==> config.mk <==
export PLATFORM = sky130hd
export DESIGN_NAME = dis_top
export DESIGN_NICKNAME = d
export VERILOG_FILES = /design/src/dis_pkg.sv /design/src/dis_term_if.sv /design/src/dis_filter.sv /design/src/dis_top.sv
export VERILOG_INCLUDE_DIRS = /design/src
export SDC_FILE = /design/constraint.sdc
export NUM_CORES = 1
export LEC_CHECK = 0
export BUFFER_PORTS_ARGS = -buffer_cell sky130_fd_sc_hd__buf_2
export CAP_MARGIN = 10
export CORE_ASPECT_RATIO = 0.75
export CORE_MARGIN = 5
export CORE_UTILIZATION = 38
export CTS_CLUSTER_DIAMETER = 150
export DETAILED_ROUTE_END_ITERATION = 16
export GPL_ROUTABILITY_DRIVEN = 0
export PLACE_DENSITY = 0.64
export SLEW_MARGIN = 20
export SYNTH_ARGS = -nofsm -noshare
export SYNTH_HDL_FRONTEND = slang
export SYNTH_SLANG_ARGS = --single-unit
==> constraint.sdc <==
create_clock -name aclk -period 3.6 [get_ports aclk]
set_input_delay 0.72 -clock aclk [delete_from_list [all_inputs] [get_ports aclk]]
set_output_delay 0.72 -clock aclk [all_outputs]
set_load 0.05 [all_outputs]
==> src/dis_defs.svh <==
// constants of the drive input signal block
`ifndef DIS_DEFS_SVH
`define DIS_DEFS_SVH
// ----------------------------------------
// terminals and function codes
// ----------------------------------------
`define DIS_NTERM 5
`define DIS_FN_RL 8'h00
`define DIS_FN_RM 8'h01
`define DIS_FN_RH 8'h02
`define DIS_FN_RT 8'h03
`define DIS_FN_AU 8'h04
`define DIS_FN_JOG 8'h05
`define DIS_FN_REX 8'h08
`define DIS_FN_X10 8'h0a
`define DIS_FN_X12 8'h0c
`define DIS_FN_X14 8'h0e
`define DIS_FN_X18 8'h12
`define DIS_FN_SHUT 8'h18
`define DIS_FN_STF 8'h3c
`define DIS_FN_STR 8'h3d
`define DIS_TF_RST0 32'h0201_3d3c
`define DIS_TF_RST1 32'h0000_0001
// ----------------------------------------
// register map
// ----------------------------------------
`define DIS_A_CTRL 8'h00
`define DIS_A_TF0 8'h04
`define DIS_A_TF1 8'h08
`define DIS_A_NET 8'h0c
`define DIS_A_STAT 8'h10
`define DIS_A_PAR 8'h14
`define DIS_A_MOT 8'h18
`define DIS_CTRL_RST 32'h0000_0000
`define DIS_AXI_OKAY 2'h0
`define DIS_AXI_SLVERR 2'h2
// ----------------------------------------
// selection values
// ----------------------------------------
`define DIS_SHUT_NO 3'h0
`define DIS_SHUT_NC 3'h2
`define DIS_SHUT_MIX 3'h4
`define DIS_OPMODE_IL 3'h7
// ----------------------------------------
// parameter numbers, first and second set
// ----------------------------------------
`define DIS_PR_ACC1 16'h0007
`define DIS_PR_DEC1 16'h0008
`define DIS_PR_MOT1 16'h0047
`define DIS_PR_ACC2 16'h002c
`define DIS_PR_DEC2A 16'h002c
`define DIS_PR_DEC2B 16'h002d
`define DIS_PR_MOT2 16'h01c2
// ----------------------------------------
// timing
// ----------------------------------------
`define DIS_CLK_MHZ 200
`define DIS_FILT_NS 10000
`define DIS_FILT_CYC ((`DIS_FILT_NS * `DIS_CLK_MHZ + 999) / 1000)
`define DIS_FCNT_W 11
`endif

==> src/dis_pkg.sv <==
// types of the drive input signal block
`default_nettype none
package dis_pkg;
  typedef enum logic [1:0] {
    DIS_SRC_ANALOG,
    DIS_SRC_PID,
    DIS_SRC_MULTI,
    DIS_SRC_JOG
  } dis_speed_src_e;
  typedef logic [7:0] dis_fcode_t;
endpackage
`default_nettype wire

==> src/dis_term_if.sv <==
// carrier between terminal conditioning and the main block
`timescale 1ns/1ps
`default_nettype none
`include "dis_defs.svh"
interface dis_term_if;
  logic [`DIS_NTERM-1:0] raw;
  logic [`DIS_NTERM-1:0] clean;
  modport cond (input raw, output clean);
  modport user (output raw, input clean);
endinterface
`default_nettype wire

==> src/dis_filter.sv <==
// terminal synchroniser and debounce filter
`timescale 1ns/1ps
`default_nettype none
`include "dis_defs.svh"
module dis_filter (
  // clock and reset
  input wire logic aclk,
  input wire logic aresetn,
  // terminals
  dis_term_if.cond trm
);
  genvar g;
  generate
    for (g = 0; g < `DIS_NTERM; g = g + 1) begin : g_term
      logic s1_r;
      logic s2_r;
      logic out_r;
      logic [`DIS_FCNT_W-1:0] cnt_r;
      wire logic differs = (s2_r != out_r);
      wire logic settled = (cnt_r == `DIS_FCNT_W'(`DIS_FILT_CYC - 1));
      // a level must hold the whole window; short enough for 2 ms response
      always_ff @(posedge aclk) begin
        if (!aresetn) begin
          s1_r <= 1'b0;
          s2_r <= 1'b0;
          out_r <= 1'b0;
          cnt_r <= '0;
        end else begin
          s1_r <= trm.raw[g];
          s2_r <= s1_r;
          cnt_r <= (differs && !settled) ? cnt_r + 1'b1 : '0;
          if (differs && settled) begin
            out_r <= s2_r;
          end
        end
      end
      assign trm.clean[g] = out_r;
    end
  endgenerate
endmodule // dis_filter
`default_nettype wire

==> src/dis_top.sv <==
// drive input signal conditioning, priority and shutoff gating
// How it works
// - same function on several terminals is ORed
// - speed priority: jog, multi-speed, then PID
// - shutoff stands in for missing permit, and for missing interlock in operation mode 7 only
// - seventh speed and remote setting share signals
// - V/F switchover also selects second set
// - control method frozen while running
// - current-input select disables voltage input
// - permit/shutoff within 2ms, others 20ms
// - shutoff while running cuts output at once
// - no start while shutoff asserted
// - start removal decelerates, shutoff coasts
// - setting 2 makes shutoff normally closed
// - setting 4: terminal NC, network NO
// - enable table for settings 0, 2, 4
// - shutoff works in every operation mode
// - second-set select uses second parameters
// - second set swaps accel, decel, motor parameters
//
// The AXI4-Lite interface to the registers and the placing of the registers are this design's own decisions.
`timescale 1ns/1ps
`default_nettype none
`include "dis_defs.svh"
module dis_top (
  // clock and reset
  input wire logic aclk,
  input wire logic aresetn,
  // axi4-lite write
  input wire logic [7:0] s_axi_awaddr,
  input wire logic s_axi_awvalid,
  output logic s_axi_awready,
  input wire logic [31:0] s_axi_wdata,
  input wire logic [3:0] s_axi_wstrb,
  input wire logic s_axi_wvalid,
  output logic s_axi_wready,
  output logic [1:0] s_axi_bresp,
  output logic s_axi_bvalid,
  input wire logic s_axi_bready,
  // axi4-lite read
  input wire logic [7:0] s_axi_araddr,
  input wire logic s_axi_arvalid,
  output logic s_axi_arready,
  output logic [31:0] s_axi_rdata,
  output logic [1:0] s_axi_rresp,
  output logic s_axi_rvalid,
  input wire logic s_axi_rready,
  // contacts and drive state
  input wire logic [`DIS_NTERM-1:0] terminal_pin,
  input wire logic drive_running,
  // to output stage and parameter selection
  output logic output_enable,
  output logic coast_stop,
  output logic decel_stop,
  output logic second_set_active,
  output logic vf_control,
  output logic [1:0] speed_source,
  output logic [3:0] speed_step,
  output logic remote_accel,
  output logic remote_decel,
  output logic remote_clear,
  output logic voltage_input_valid,
  output logic run_permit_ok,
  output logic panel_interlock_active
);
  // ----------------------------------------
  // terminal conditioning
  // ----------------------------------------
  dis_term_if trm ();
  assign trm.raw = terminal_pin;
  dis_filter u_filter (
    .aclk(aclk),
    .aresetn(aresetn),
    .trm(trm)
  );

  // ----------------------------------------
  // registers
  // ----------------------------------------
  logic [31:0] ctrl_r;
  logic [31:0] tf0_r;
  logic [31:0] tf1_r;
  logic [31:0] net_r;
  wire logic [2:0] shutoff_logic_select = ctrl_r[2:0];
  wire logic [2:0] operation_mode_select = ctrl_r[6:4];
  wire logic remote_en = ctrl_r[8];
  wire logic decel2_own = ctrl_r[9];
  wire logic net_shutoff = net_r[0];
  wire logic net_fwd = net_r[1];
  wire logic net_rev = net_r[2];
  dis_pkg::dis_fcode_t terminal_function_select [`DIS_NTERM];
  assign terminal_function_select[0] = tf0_r[7:0];
  assign terminal_function_select[1] = tf0_r[15:8];
  assign terminal_function_select[2] = tf0_r[23:16];
  assign terminal_function_select[3] = tf0_r[31:24];
  assign terminal_function_select[4] = tf1_r[7:0];

  // ----------------------------------------
  // function merge
  // ----------------------------------------
  // per function: assigned somewhere, and ORed level
  logic [11:0] fn_asg;
  logic [11:0] fn_lvl;
  localparam int NFN = 12;
  localparam logic [7:0] FN_CODE [NFN] = '{`DIS_FN_RL, `DIS_FN_RM,
    `DIS_FN_RH, `DIS_FN_RT, `DIS_FN_AU, `DIS_FN_JOG, `DIS_FN_REX,
    `DIS_FN_X10, `DIS_FN_X12, `DIS_FN_X14, `DIS_FN_X18, `DIS_FN_SHUT};
  genvar f;
  generate
    for (f = 0; f < NFN; f = f + 1) begin : g_fn
      logic [`DIS_NTERM-1:0] hit;
      genvar t;
      for (t = 0; t < `DIS_NTERM; t = t + 1) begin : g_t
        assign hit[t] = (terminal_function_select[t] == FN_CODE[f]);
      end
      assign fn_asg[f] = |hit;
      assign fn_lvl[f] = |(hit & trm.clean);
    end
  endgenerate
  wire logic [`DIS_NTERM-1:0] stf_hit;
  wire logic [`DIS_NTERM-1:0] str_hit;
  genvar s;
  generate
    for (s = 0; s < `DIS_NTERM; s = s + 1) begin : g_st
      assign stf_hit[s] = (terminal_function_select[s] == `DIS_FN_STF);
      assign str_hit[s] = (terminal_function_select[s] == `DIS_FN_STR);
    end
  endgenerate
  wire logic sig_rl = fn_lvl[0];
  wire logic sig_rm = fn_lvl[1];
  wire logic sig_rh = fn_lvl[2];
  wire logic second_set_select = fn_lvl[3];
  wire logic current_input_select = fn_lvl[4];
  wire logic sig_jog = fn_lvl[5];
  wire logic fifteen_speed_select = fn_lvl[6];
  wire logic run_permit = fn_lvl[7];
  wire logic panel_interlock = fn_lvl[8];
  wire logic pid_enable_in = fn_lvl[9];
  wire logic vf_switchover = fn_lvl[10];
  wire logic output_shutoff_in = fn_lvl[11];
  wire logic start_fwd = |(stf_hit & trm.clean) | net_fwd;
  wire logic start_rev = |(str_hit & trm.clean) | net_rev;

  // ----------------------------------------
  // shutoff logic
  // ----------------------------------------
  // unknown settings fall back to plain normally open, the safe default
  wire logic en_no = !output_shutoff_in && !net_shutoff;
  wire logic en_nc = output_shutoff_in && net_shutoff;
  wire logic en_mix = output_shutoff_in && !net_shutoff;
  wire logic op_enabled =
    (shutoff_logic_select == `DIS_SHUT_NC) ? en_nc :
    (shutoff_logic_select == `DIS_SHUT_MIX) ? en_mix : en_no;
  // no operation-mode term here: shutoff acts in all modes
  wire logic shut_act = !op_enabled;
  wire logic permit_shared = !fn_asg[7];
  wire logic ilock_shared = !fn_asg[8] &&
    (operation_mode_select == `DIS_OPMODE_IL);
  wire logic permit_nxt = permit_shared ? op_enabled : run_permit;
  wire logic ilock_nxt = ilock_shared ? shut_act : panel_interlock;

  // ----------------------------------------
  // run gating
  // ----------------------------------------
  wire logic start_cmd = start_fwd ^ start_rev;
  wire logic enable_nxt = start_cmd && !shut_act && permit_nxt;
  wire logic coast_nxt = shut_act || !permit_nxt;
  wire logic decel_nxt = !start_cmd && !coast_nxt && drive_running;

  // ----------------------------------------
  // speed priority
  // ----------------------------------------
  // remote mode turns RL/RM/RH into remote keys, FIFTEEN_SPEED_SELECT still steps speed
  wire logic ms_rl = sig_rl && !remote_en;
  wire logic ms_rm = sig_rm && !remote_en;
  wire logic ms_rh = sig_rh && !remote_en;
  wire logic [3:0] step_nxt = {fifteen_speed_select, ms_rh, ms_rm, ms_rl};
  wire dis_pkg::dis_speed_src_e src_nxt =
    sig_jog ? dis_pkg::DIS_SRC_JOG :
    (|step_nxt) ? dis_pkg::DIS_SRC_MULTI :
    pid_enable_in ? dis_pkg::DIS_SRC_PID : dis_pkg::DIS_SRC_ANALOG;

  // ----------------------------------------
  // second set and control method
  // ----------------------------------------
  logic vf_r;
  // a change requested while running only swaps parameters
  wire logic vf_nxt = drive_running ? vf_r : vf_switchover;
  wire logic second_nxt = second_set_select || vf_switchover;
  wire logic [15:0] acc_par =
    second_nxt ? `DIS_PR_ACC2 : `DIS_PR_ACC1;
  wire logic [15:0] dec_par = !second_nxt ? `DIS_PR_DEC1 :
    decel2_own ? `DIS_PR_DEC2B : `DIS_PR_DEC2A;
  wire logic [15:0] mot_par =
    second_nxt ? `DIS_PR_MOT2 : `DIS_PR_MOT1;

  // ----------------------------------------
  // output flops
  // ----------------------------------------
  always_ff @(posedge aclk) begin
    if (!aresetn) begin
      output_enable <= 1'b0;
      coast_stop <= 1'b1;
      decel_stop <= 1'b0;
      second_set_active <= 1'b0;
      vf_r <= 1'b0;
      speed_source <= 2'h0;
      speed_step <= 4'h0;
      remote_accel <= 1'b0;
      remote_decel <= 1'b0;
      remote_clear <= 1'b0;
      voltage_input_valid <= 1'b1;
      run_permit_ok <= 1'b0;
      panel_interlock_active <= 1'b0;
    end else begin
      output_enable <= enable_nxt;
      coast_stop <= coast_nxt;
      decel_stop <= decel_nxt;
      second_set_active <= second_nxt;
      vf_r <= vf_nxt;
      speed_source <= src_nxt;
      speed_step <= step_nxt;
      remote_accel <= sig_rh && remote_en;
      remote_decel <= sig_rm && remote_en;
      remote_clear <= sig_rl && remote_en;
      voltage_input_valid <= !current_input_select;
      run_permit_ok <= permit_nxt;
      panel_interlock_active <= ilock_nxt;
    end
  end
  assign vf_control = vf_r;

  // ----------------------------------------
  // axi4-lite slave
  // ----------------------------------------
  logic aw_full_r;
  logic w_full_r;
  logic [7:0] aw_addr_r;
  logic [31:0] w_data_r;
  logic [3:0] w_strb_r;
  logic [7:0] ar_addr_r;
  assign s_axi_awready = !aw_full_r && !s_axi_bvalid;
  assign s_axi_wready = !w_full_r && !s_axi_bvalid;
  assign s_axi_arready = !s_axi_rvalid;
  wire logic do_wr = aw_full_r && w_full_r && !s_axi_bvalid;
  wire logic [31:0] bmask = {{8{w_strb_r[3]}}, {8{w_strb_r[2]}},
    {8{w_strb_r[1]}}, {8{w_strb_r[0]}}};
  wire logic wr_ctrl = do_wr && (aw_addr_r == `DIS_A_CTRL);
  wire logic wr_tf0 = do_wr && (aw_addr_r == `DIS_A_TF0);
  wire logic wr_tf1 = do_wr && (aw_addr_r == `DIS_A_TF1);
  wire logic wr_net = do_wr && (aw_addr_r == `DIS_A_NET);
  wire logic wr_hit = wr_ctrl || wr_tf0 || wr_tf1 || wr_net;
  wire logic [31:0] stat_word = {12'h000, trm.clean, shut_act,
    voltage_input_valid, run_permit_ok, panel_interlock_active,
    speed_step, speed_source, vf_r, second_set_active, decel_stop,
    coast_stop, output_enable};
  wire logic rd_hit = (s_axi_araddr == `DIS_A_CTRL) ||
    (s_axi_araddr == `DIS_A_TF0) || (s_axi_araddr == `DIS_A_TF1) ||
    (s_axi_araddr == `DIS_A_NET) || (s_axi_araddr == `DIS_A_STAT) ||
    (s_axi_araddr == `DIS_A_PAR) || (s_axi_araddr == `DIS_A_MOT);
  wire logic [31:0] rd_word =
    (s_axi_araddr == `DIS_A_CTRL) ? ctrl_r :
    (s_axi_araddr == `DIS_A_TF0) ? tf0_r :
    (s_axi_araddr == `DIS_A_TF1) ? tf1_r :
    (s_axi_araddr == `DIS_A_NET) ? net_r :
    (s_axi_araddr == `DIS_A_STAT) ? stat_word :
    (s_axi_araddr == `DIS_A_PAR) ? {dec_par, acc_par} :
    (s_axi_araddr == `DIS_A_MOT) ? {16'h0000, mot_par} : 32'h0000_0000;

  always_ff @(posedge aclk) begin
    if (!aresetn) begin
      aw_full_r <= 1'b0;
      w_full_r <= 1'b0;
      aw_addr_r <= 8'h00;
      w_data_r <= 32'h0000_0000;
      w_strb_r <= 4'h0;
      s_axi_bvalid <= 1'b0;
      s_axi_bresp <= `DIS_AXI_OKAY;
    end else begin
      if (s_axi_awvalid && s_axi_awready) begin
        aw_full_r <= 1'b1;
        aw_addr_r <= {s_axi_awaddr[7:2], 2'b00};
      end
      if (s_axi_wvalid && s_axi_wready) begin
        w_full_r <= 1'b1;
        w_data_r <= s_axi_wdata;
        w_strb_r <= s_axi_wstrb;
      end
      if (do_wr) begin
        aw_full_r <= 1'b0;
        w_full_r <= 1'b0;
        s_axi_bvalid <= 1'b1;
        s_axi_bresp <= wr_hit ? `DIS_AXI_OKAY : `DIS_AXI_SLVERR;
      end else if (s_axi_bready) begin
        s_axi_bvalid <= 1'b0;
      end
    end
  end

  // register storage, masked by byte strobes
  always_ff @(posedge aclk) begin
    if (!aresetn) begin
      ctrl_r <= `DIS_CTRL_RST;
      tf0_r <= `DIS_TF_RST0;
      tf1_r <= `DIS_TF_RST1;
      net_r <= 32'h0000_0000;
    end else begin
      if (wr_ctrl) ctrl_r <= (ctrl_r & ~bmask) | (w_data_r & bmask);
      if (wr_tf0) tf0_r <= (tf0_r & ~bmask) | (w_data_r & bmask);
      if (wr_tf1) tf1_r <= (tf1_r & ~bmask) | (w_data_r & bmask);
      if (wr_net) net_r <= (net_r & ~bmask) | (w_data_r & bmask);
    end
  end

  always_ff @(posedge aclk) begin
    if (!aresetn) begin
      s_axi_rvalid <= 1'b0;
      s_axi_rdata <= 32'h0000_0000;
      s_axi_rresp <= `DIS_AXI_OKAY;
    end else if (s_axi_arvalid && s_axi_arready) begin
      s_axi_rvalid <= 1'b1;
      s_axi_rdata <= rd_word;
      s_axi_rresp <= rd_hit ? `DIS_AXI_OKAY : `DIS_AXI_SLVERR;
    end else if (s_axi_rready) begin
      s_axi_rvalid <= 1'b0;
    end
  end
endmodule // dis_top
`default_nettype wire

Yosys cells after proc, flatten, opt, wreduce, memory -nomap -nowiden
Cells that the tools add are included.
- memories kept: 0
- logic and storage cells: 287
- bits in writable memories: 0
- output and inout bits: 58
- memory bits (read-only): 0
- register bits after elaboration: 297
- bits in latches: 0
- reduce and logical (&&, ||, !) cells: 96
- mux-type cells: 24
- shifts and indexed selects: 0
- magnitude comparators: 0
- eq/ne operators: 87
- multiply operators: 0
- div/mod/pow operators: 0
- bitwise operators: 28
- add/subtract/negate cells: 5
- operators by type and width (operator ; count):
    == test 8 x 4 -> 1 bit (second input constant) ; 22
    bitwise AND 32 bit ; 5
    2-to-1 mux 32 bit ; 4
    OR 32 bit ; 4
    == test 8 x 5 -> 1 bit (second input constant) ; 13
    == test 8 x 3 -> 1 bit (second input constant) ; 11
    == test 8 x 2 -> 1 bit (second input constant) ; 10
    == test 8 x 6 -> 1 bit (second input constant) ; 10
    OR reduction 5 bit ; 16
    bitwise AND 5 bit ; 14
    zero test 8 bit ; 7
    adder 11 x 1 -> 11 bit (second input constant) ; 5
    == test 11 bit (second input constant) ; 5
    2-to-1 mux 22 bit ; 2
    == test 8 x 1 -> 1 bit (second input constant) ; 5
    logical AND 1 bit ; 35
    NOT 32 bit ; 1
    zero test 1 bit ; 18
    2-to-1 mux 9 bit ; 2
    == test 6 x 2 -> 1 bit (second input constant) ; 2
    2-to-1 mux 6 bit ; 2
    logical OR 1 bit ; 11
    2-to-1 mux 1 bit ; 10
    AND reduction 2 bit ; 5
    11 further kinds ; 21

Logic depth before layout (Yosys ltp)
- word-level depth: 13
- gate-level depth with buffers: 9
- mapped depth without buffers: 8

By module
Synthesis repeated with hierarchy kept, for this count alone.
- cells, all modules: 1649
- area, all modules: 13176.4 µm²
- by module, submodules not included (module ; times used ; cells an instance ; area an instance (µm²)):
    dis_top ; 1 ; 1347 ; 10321.1
    dis_filter ; 1 ; 302 ; 2855.2

Least setup slack after synthesis
No wires, ideal clock.
- path type: input port to flip-flop
- start: in s_axi_araddr[7]
- end: reg s_axi_rdata[1]
- path buffers: 1
- cell stages on the path: 6
- library setup time: 0.096 ns
- arrival time: 2.157 ns
- setup slack: 1.348 ns
- data required time: 3.504 ns
- path through: or4_4 -> nor2_1 -> buf_2 -> o21ai_0 -> o31a_1 -> o41ai_2
- word-level cells in the longest chain between the ends: 8
- elaborated cells between the ends (all ways): 14
- those cells by class: 6 x eq/ne; 7 x mux; 1 x reduce/logical
- RTL lines (item ; RTL line ; source):
    from (decl) ; dis_top.sv:41 ; input wire logic [7:0] s_axi_araddr,
    == test 8 x 5 -> 1 bit (no line) ; - ;
    2-to-1 mux 9 bit ; dis_top.sv:268 ; (s_axi_araddr == `DIS_A_MOT) ? {16'h0000, mot_par} : 32'h0000_0000;
    2-to-1 mux 22 bit ; dis_top.sv:267 ; (s_axi_araddr == `DIS_A_PAR) ? {dec_par, acc_par} :
    2-to-1 mux 22 bit ; dis_top.sv:266 ; (s_axi_araddr == `DIS_A_STAT) ? stat_word :
    2-to-1 mux 32 bit ; dis_top.sv:265 ; (s_axi_araddr == `DIS_A_NET) ? net_r :
    2-to-1 mux 32 bit ; dis_top.sv:264 ; (s_axi_araddr == `DIS_A_TF1) ? tf1_r :
    2-to-1 mux 32 bit ; dis_top.sv:263 ; (s_axi_araddr == `DIS_A_TF0) ? tf0_r :
    2-to-1 mux 32 bit (*) ; dis_top.sv:262 ; (s_axi_araddr == `DIS_A_CTRL) ? ctrl_r :
    to (signal assigned) ; dis_top.sv:322 ; s_axi_rdata <= rd_word;
    to (decl) ; dis_top.sv:44 ; output logic [31:0] s_axi_rdata,
Every way passes the cells marked *; elsewhere a longest branch is shown, timed or not.
A chain may end at the register's enable or synchronous reset.

Worst setup path in the final report
- start: reg u_filter.g_term[2].out_r
- end: reg panel_interlock_active
- word-level cells in the longest chain between the ends: 8
- elaborated cells between the ends (all ways): 12
- those cells by class: 3 x mux; 2 x bitwise; 7 x reduce/logical
- RTL lines (item ; RTL line ; source):
    from (decl) ; dis_filter.sv:17 ; logic out_r;
    from (signal assigned) ; dis_filter.sv:33 ; out_r <= s2_r;
    bitwise AND 5 bit ; dis_top.sv:117 ; assign fn_lvl[f] = |(hit & trm.clean);
    OR reduction 5 bit ; dis_top.sv:117 ;
    zero test 1 bit ; dis_top.sv:148 ; wire logic en_no = !output_shutoff_in && !net_shutoff;
    logical AND 1 bit ; dis_top.sv:148 ;
    2-to-1 mux 1 bit ; dis_top.sv:153 ; (shutoff_logic_select == `DIS_SHUT_MIX) ? en_mix : en_no;
    2-to-1 mux 1 bit ; dis_top.sv:152 ; (shutoff_logic_select == `DIS_SHUT_NC) ? en_nc :
    zero test 1 bit ; dis_top.sv:155 ; wire logic shut_act = !op_enabled;
    2-to-1 mux 1 bit (*) ; dis_top.sv:160 ; wire logic ilock_nxt = ilock_shared ? shut_act : panel_interlock;
    to (signal assigned) ; dis_top.sv:228 ; panel_interlock_active <= ilock_nxt;
    to (decl) ; dis_top.sv:64 ; output logic panel_interlock_active
Marked as above.

==> results.json <==
{
  "status": "finished, final reports clean",
  "slew_violations": 0,
  "synth_compound_area_share_pct": 17.2,
  "track_usage_pct": 19.4,
  "drc": 0,
  "register_area_um2": 5910,
  "antenna_found_initial": 0,
  "grtUsageMet3_pct": 5.71,
  "min_path_cells": 2,
  "rsz0062_at_grt": "false",
  "yosys_register_bits": 295,
  "synthXorXnorAreaFrac_pct": 3.31,
  "drt-initial-drc-count": 1706,
  "rows": 59,
  "overflow": 0,
  "path_cells": "nor4b_2 -> nand4_1 -> o21ai_0 -> nor3_1 -> mux2i_1 -> o2111ai_1 -> a21boi_0",
  "synth_fa_ha_area_share_pct": 0.537,
  "filler_cell_count": 3476,
  "core_area_um2": 34900,
  "final_cell_mix": "356 x nand2_1, 295 x dfxtp_1, 127 x nand3_1",
  "grt_pass1_wl_um": 62900,
  "grt_max_degree": 115,
  "hold_end": "u_filter.g_term[4].s1_r",
  "initial_utilization_pct": 38.7,
  "yosys.area_share.simple_pct": 28.3,
  "power_density_nw_per_um2": 466,
  "period_needed_ns": 2.72,
  "wirelength_um": 40100,
  "use_met2_pct": 28.2,
  "tns_ns": 0,
  "multi_input_area_um2": 7090,
  "synth_top_cell_area_share_pct": 43.7,
  "synth_top_family_by_area": "simple AND/OR/NAND/NOR gates",
  "start_kind": "flop",
  "hold_viol": 0,
  "root_buffer": "clkbuf_16",
  "die_w_um": 228,
  "r2r-start": "u_filter.g_term[2].out_r",
  "max_freq_mhz": 367,
  "drive_gt1_share_pct": 12.3,
  "reg2reg_to": "panel_interlock_active",
  "cp_max_fo": 5,
  "tightest_slew_ns": 0.817,
  "slew_headroom_pct": 45.5,
  "area_growth_pct": 14.2,
  "path_clk_slew_ns": 0.06,
  "min_from": "terminal_pin[4]",
  "ys.warnings.count": 0,
  "placed_cell_area_um2": 14400,
  "max_stage_delay_ns": 0.54,
  "tritoncts": "yes",
  "via_per_inst": 5.49,
  "hold_buffers": 0,
  "ir_worst_vdd_mv": 0.322,
  "layout_commonest_cell": "nand2_1",
  "yosys.area.top_type": "dfxtp_1",
  "first_pass_iters": 7,
  "yosysSeqAreaShare_pct": 43.7,
  "synth_area_um2": 13500,
  "vias": 12000,
  "place.detailed.hpwl_um": 29200,
  "io_pins": 123,
  "cpMaxStageDelayCell": "nor4b_2",
  "synth_mux_area_share_pct": 3.04,
  "clock_tree.buffer_depth": 3,
  "setup_viol": 0,
  "cts-buffers-inserted": 30,
  "cts.sinks": 295,
  "wl_per_cell_um": 18.3,
  "globalRouteMet1Util_pct": 28.4,
  "drtAntennaViolNets": 0,
  "syn_avg_cell_area_um2": 8.22,
  "die_y_um": 173,
  "worstSetupPathType": "flop to flop",
  "top_usage_layer": "met1",
  "required_ns": 4.00,
  "postLayoutCellArea_um2": 15400,
  "rr_worst_depth": 7,
  "finalNonFillerCells": 2192,
  "clkLatencyLatePin_ns": 0.57,
  "cts_resized": 0,
  "max-cap-violations": 0,
  "synthFlopType": "dfxtp_1",
  "hp-class": "primary input to flop",
  "async_flop_share_pct": 0,
  "reg2reg_slack_ns": 0.88,
  "final_net_count": 1780,
  "cts_max_level": 1,
  "postSynthCellCount": 1644,
  "grt_pass1_vias": 11100,
  "dieArea_um2": 39500,
  "fin_crit_sh_pct": 75.6,
  "fin_util_pct": 44.2,
  "synth_edf_count": 0,
  "clock_skew_ns": 0.0190,
  "post-place-cells": 2135,
  "synthTopCellsByArea": "dfxtp_1 44%, nand2_1 9.9%, a21boi_0 4.8%",
  "crit_path_end_kind": "flop",
  "post_cts_buffers": 0,
  "arrival_ns": 3.12,
  "portBuffers": 118,
  "synth_cell_type_count": 78,
  "p_leak_uw": 0.00574
}
worst max path at each step:
stage	from	end	slack, ns
2_1_floorplan	s_axi_araddr[7]	s_axi_rdata[1]	1.35
3_3_place_gp	s_axi_araddr[7]	s_axi_rdata[23]	0.81
3_5_place_dp	s_axi_araddr[7]	s_axi_rdata[25]	0.75
4_1_cts	aw_addr_r[4]	flop	1.11
5_1_grt	u_filter.g_term[2].out_r	panel_interlock_active	0.85
6_report	u_filter.g_term[2].out_r	panel_interlock_active	0.88
stage by stage:
step	hold slack (ns)	power [uW]	setup slack (ns)
5_1_grt	0.355	7450	0.853
3_5_place_dp	0.426	4010	0.754
6_report	0.366	7190	0.878
3_3_place_gp	0.420	4000	0.811
4_1_cts	0.346	7260	1.11
2_1_floorplan	0.412	3830	1.35
where the power goes:
part           total [uW]  leakage [uW]  internal [uW]  switching (uW)
combinational         511       0.00283            167             344
clock                3250      0.000518           1930            1330
sequential           3430       0.00239           3330            96.7
critical path, delay by kind of cell, from the launching register on:
family,cells,cell delay [ns]
and+or+nand+nor,3,0.83
AOI/OAI and AO/OA,3,0.83
DFF,1,0.50
muxes,1,0.41
cells in the mapped netlist, types with 8 or more instances:
library cell / count
nand4_1: 20
nor3_1: 15
a21oi_1: 31
a22oi_1: 10
nand2_1: 356
and3_1: 26
a31oi_1: 8
nand3_1: 127
nor4_1: 12
clkbuf_1: 67
a21boi_1: 68
dfxtp_1: 295
inv_1: 14
nand2b_1: 17
nor2b_1: 32
xnor2_1: 25
xor2_1: 26
mux2i_1: 41
nor3b_1: 20
o21ai_0: 45
o211a_1: 10
nor2_1: 121
a221oi_1: 13
a21boi_0: 87
and2_1: 23
o22ai_1: 11
buf_2: 18
buf_4: 12
cell families (layout without fill, tap and decap cells):
kind of cell / after synthesis / count (layout)
xor gates and xnor gates: 51 / 51
adders and majority gates: 6 / 6
and+or+nand+nor: 807 / 807
DFF: 295 / 295
buffers and inverters: 117 / 206
AOI/OAI and AO/OA: 326 / 326
muxes: 41 / 41
other: 1 / 3
cell type report:
class                   instances  share of cell area [%]
inverters                      14                   0.341
flip-flops and latches        295                    38.3
well taps                     457                    3.71
diodes                          1                  0.0162
repair buffers                136                    4.99
clock buffers                  41                    5.72
multi-input cells            1233                    45.9
clock inverters                15                    1.01
per-layer routing:
metal,up-vias,share of wire [%]
li1,5824,-
met1,5623,46
met4,0,2.2
met3,64,10
met5,-,0
met2,527,41
(Power assumes the default switching activity.)
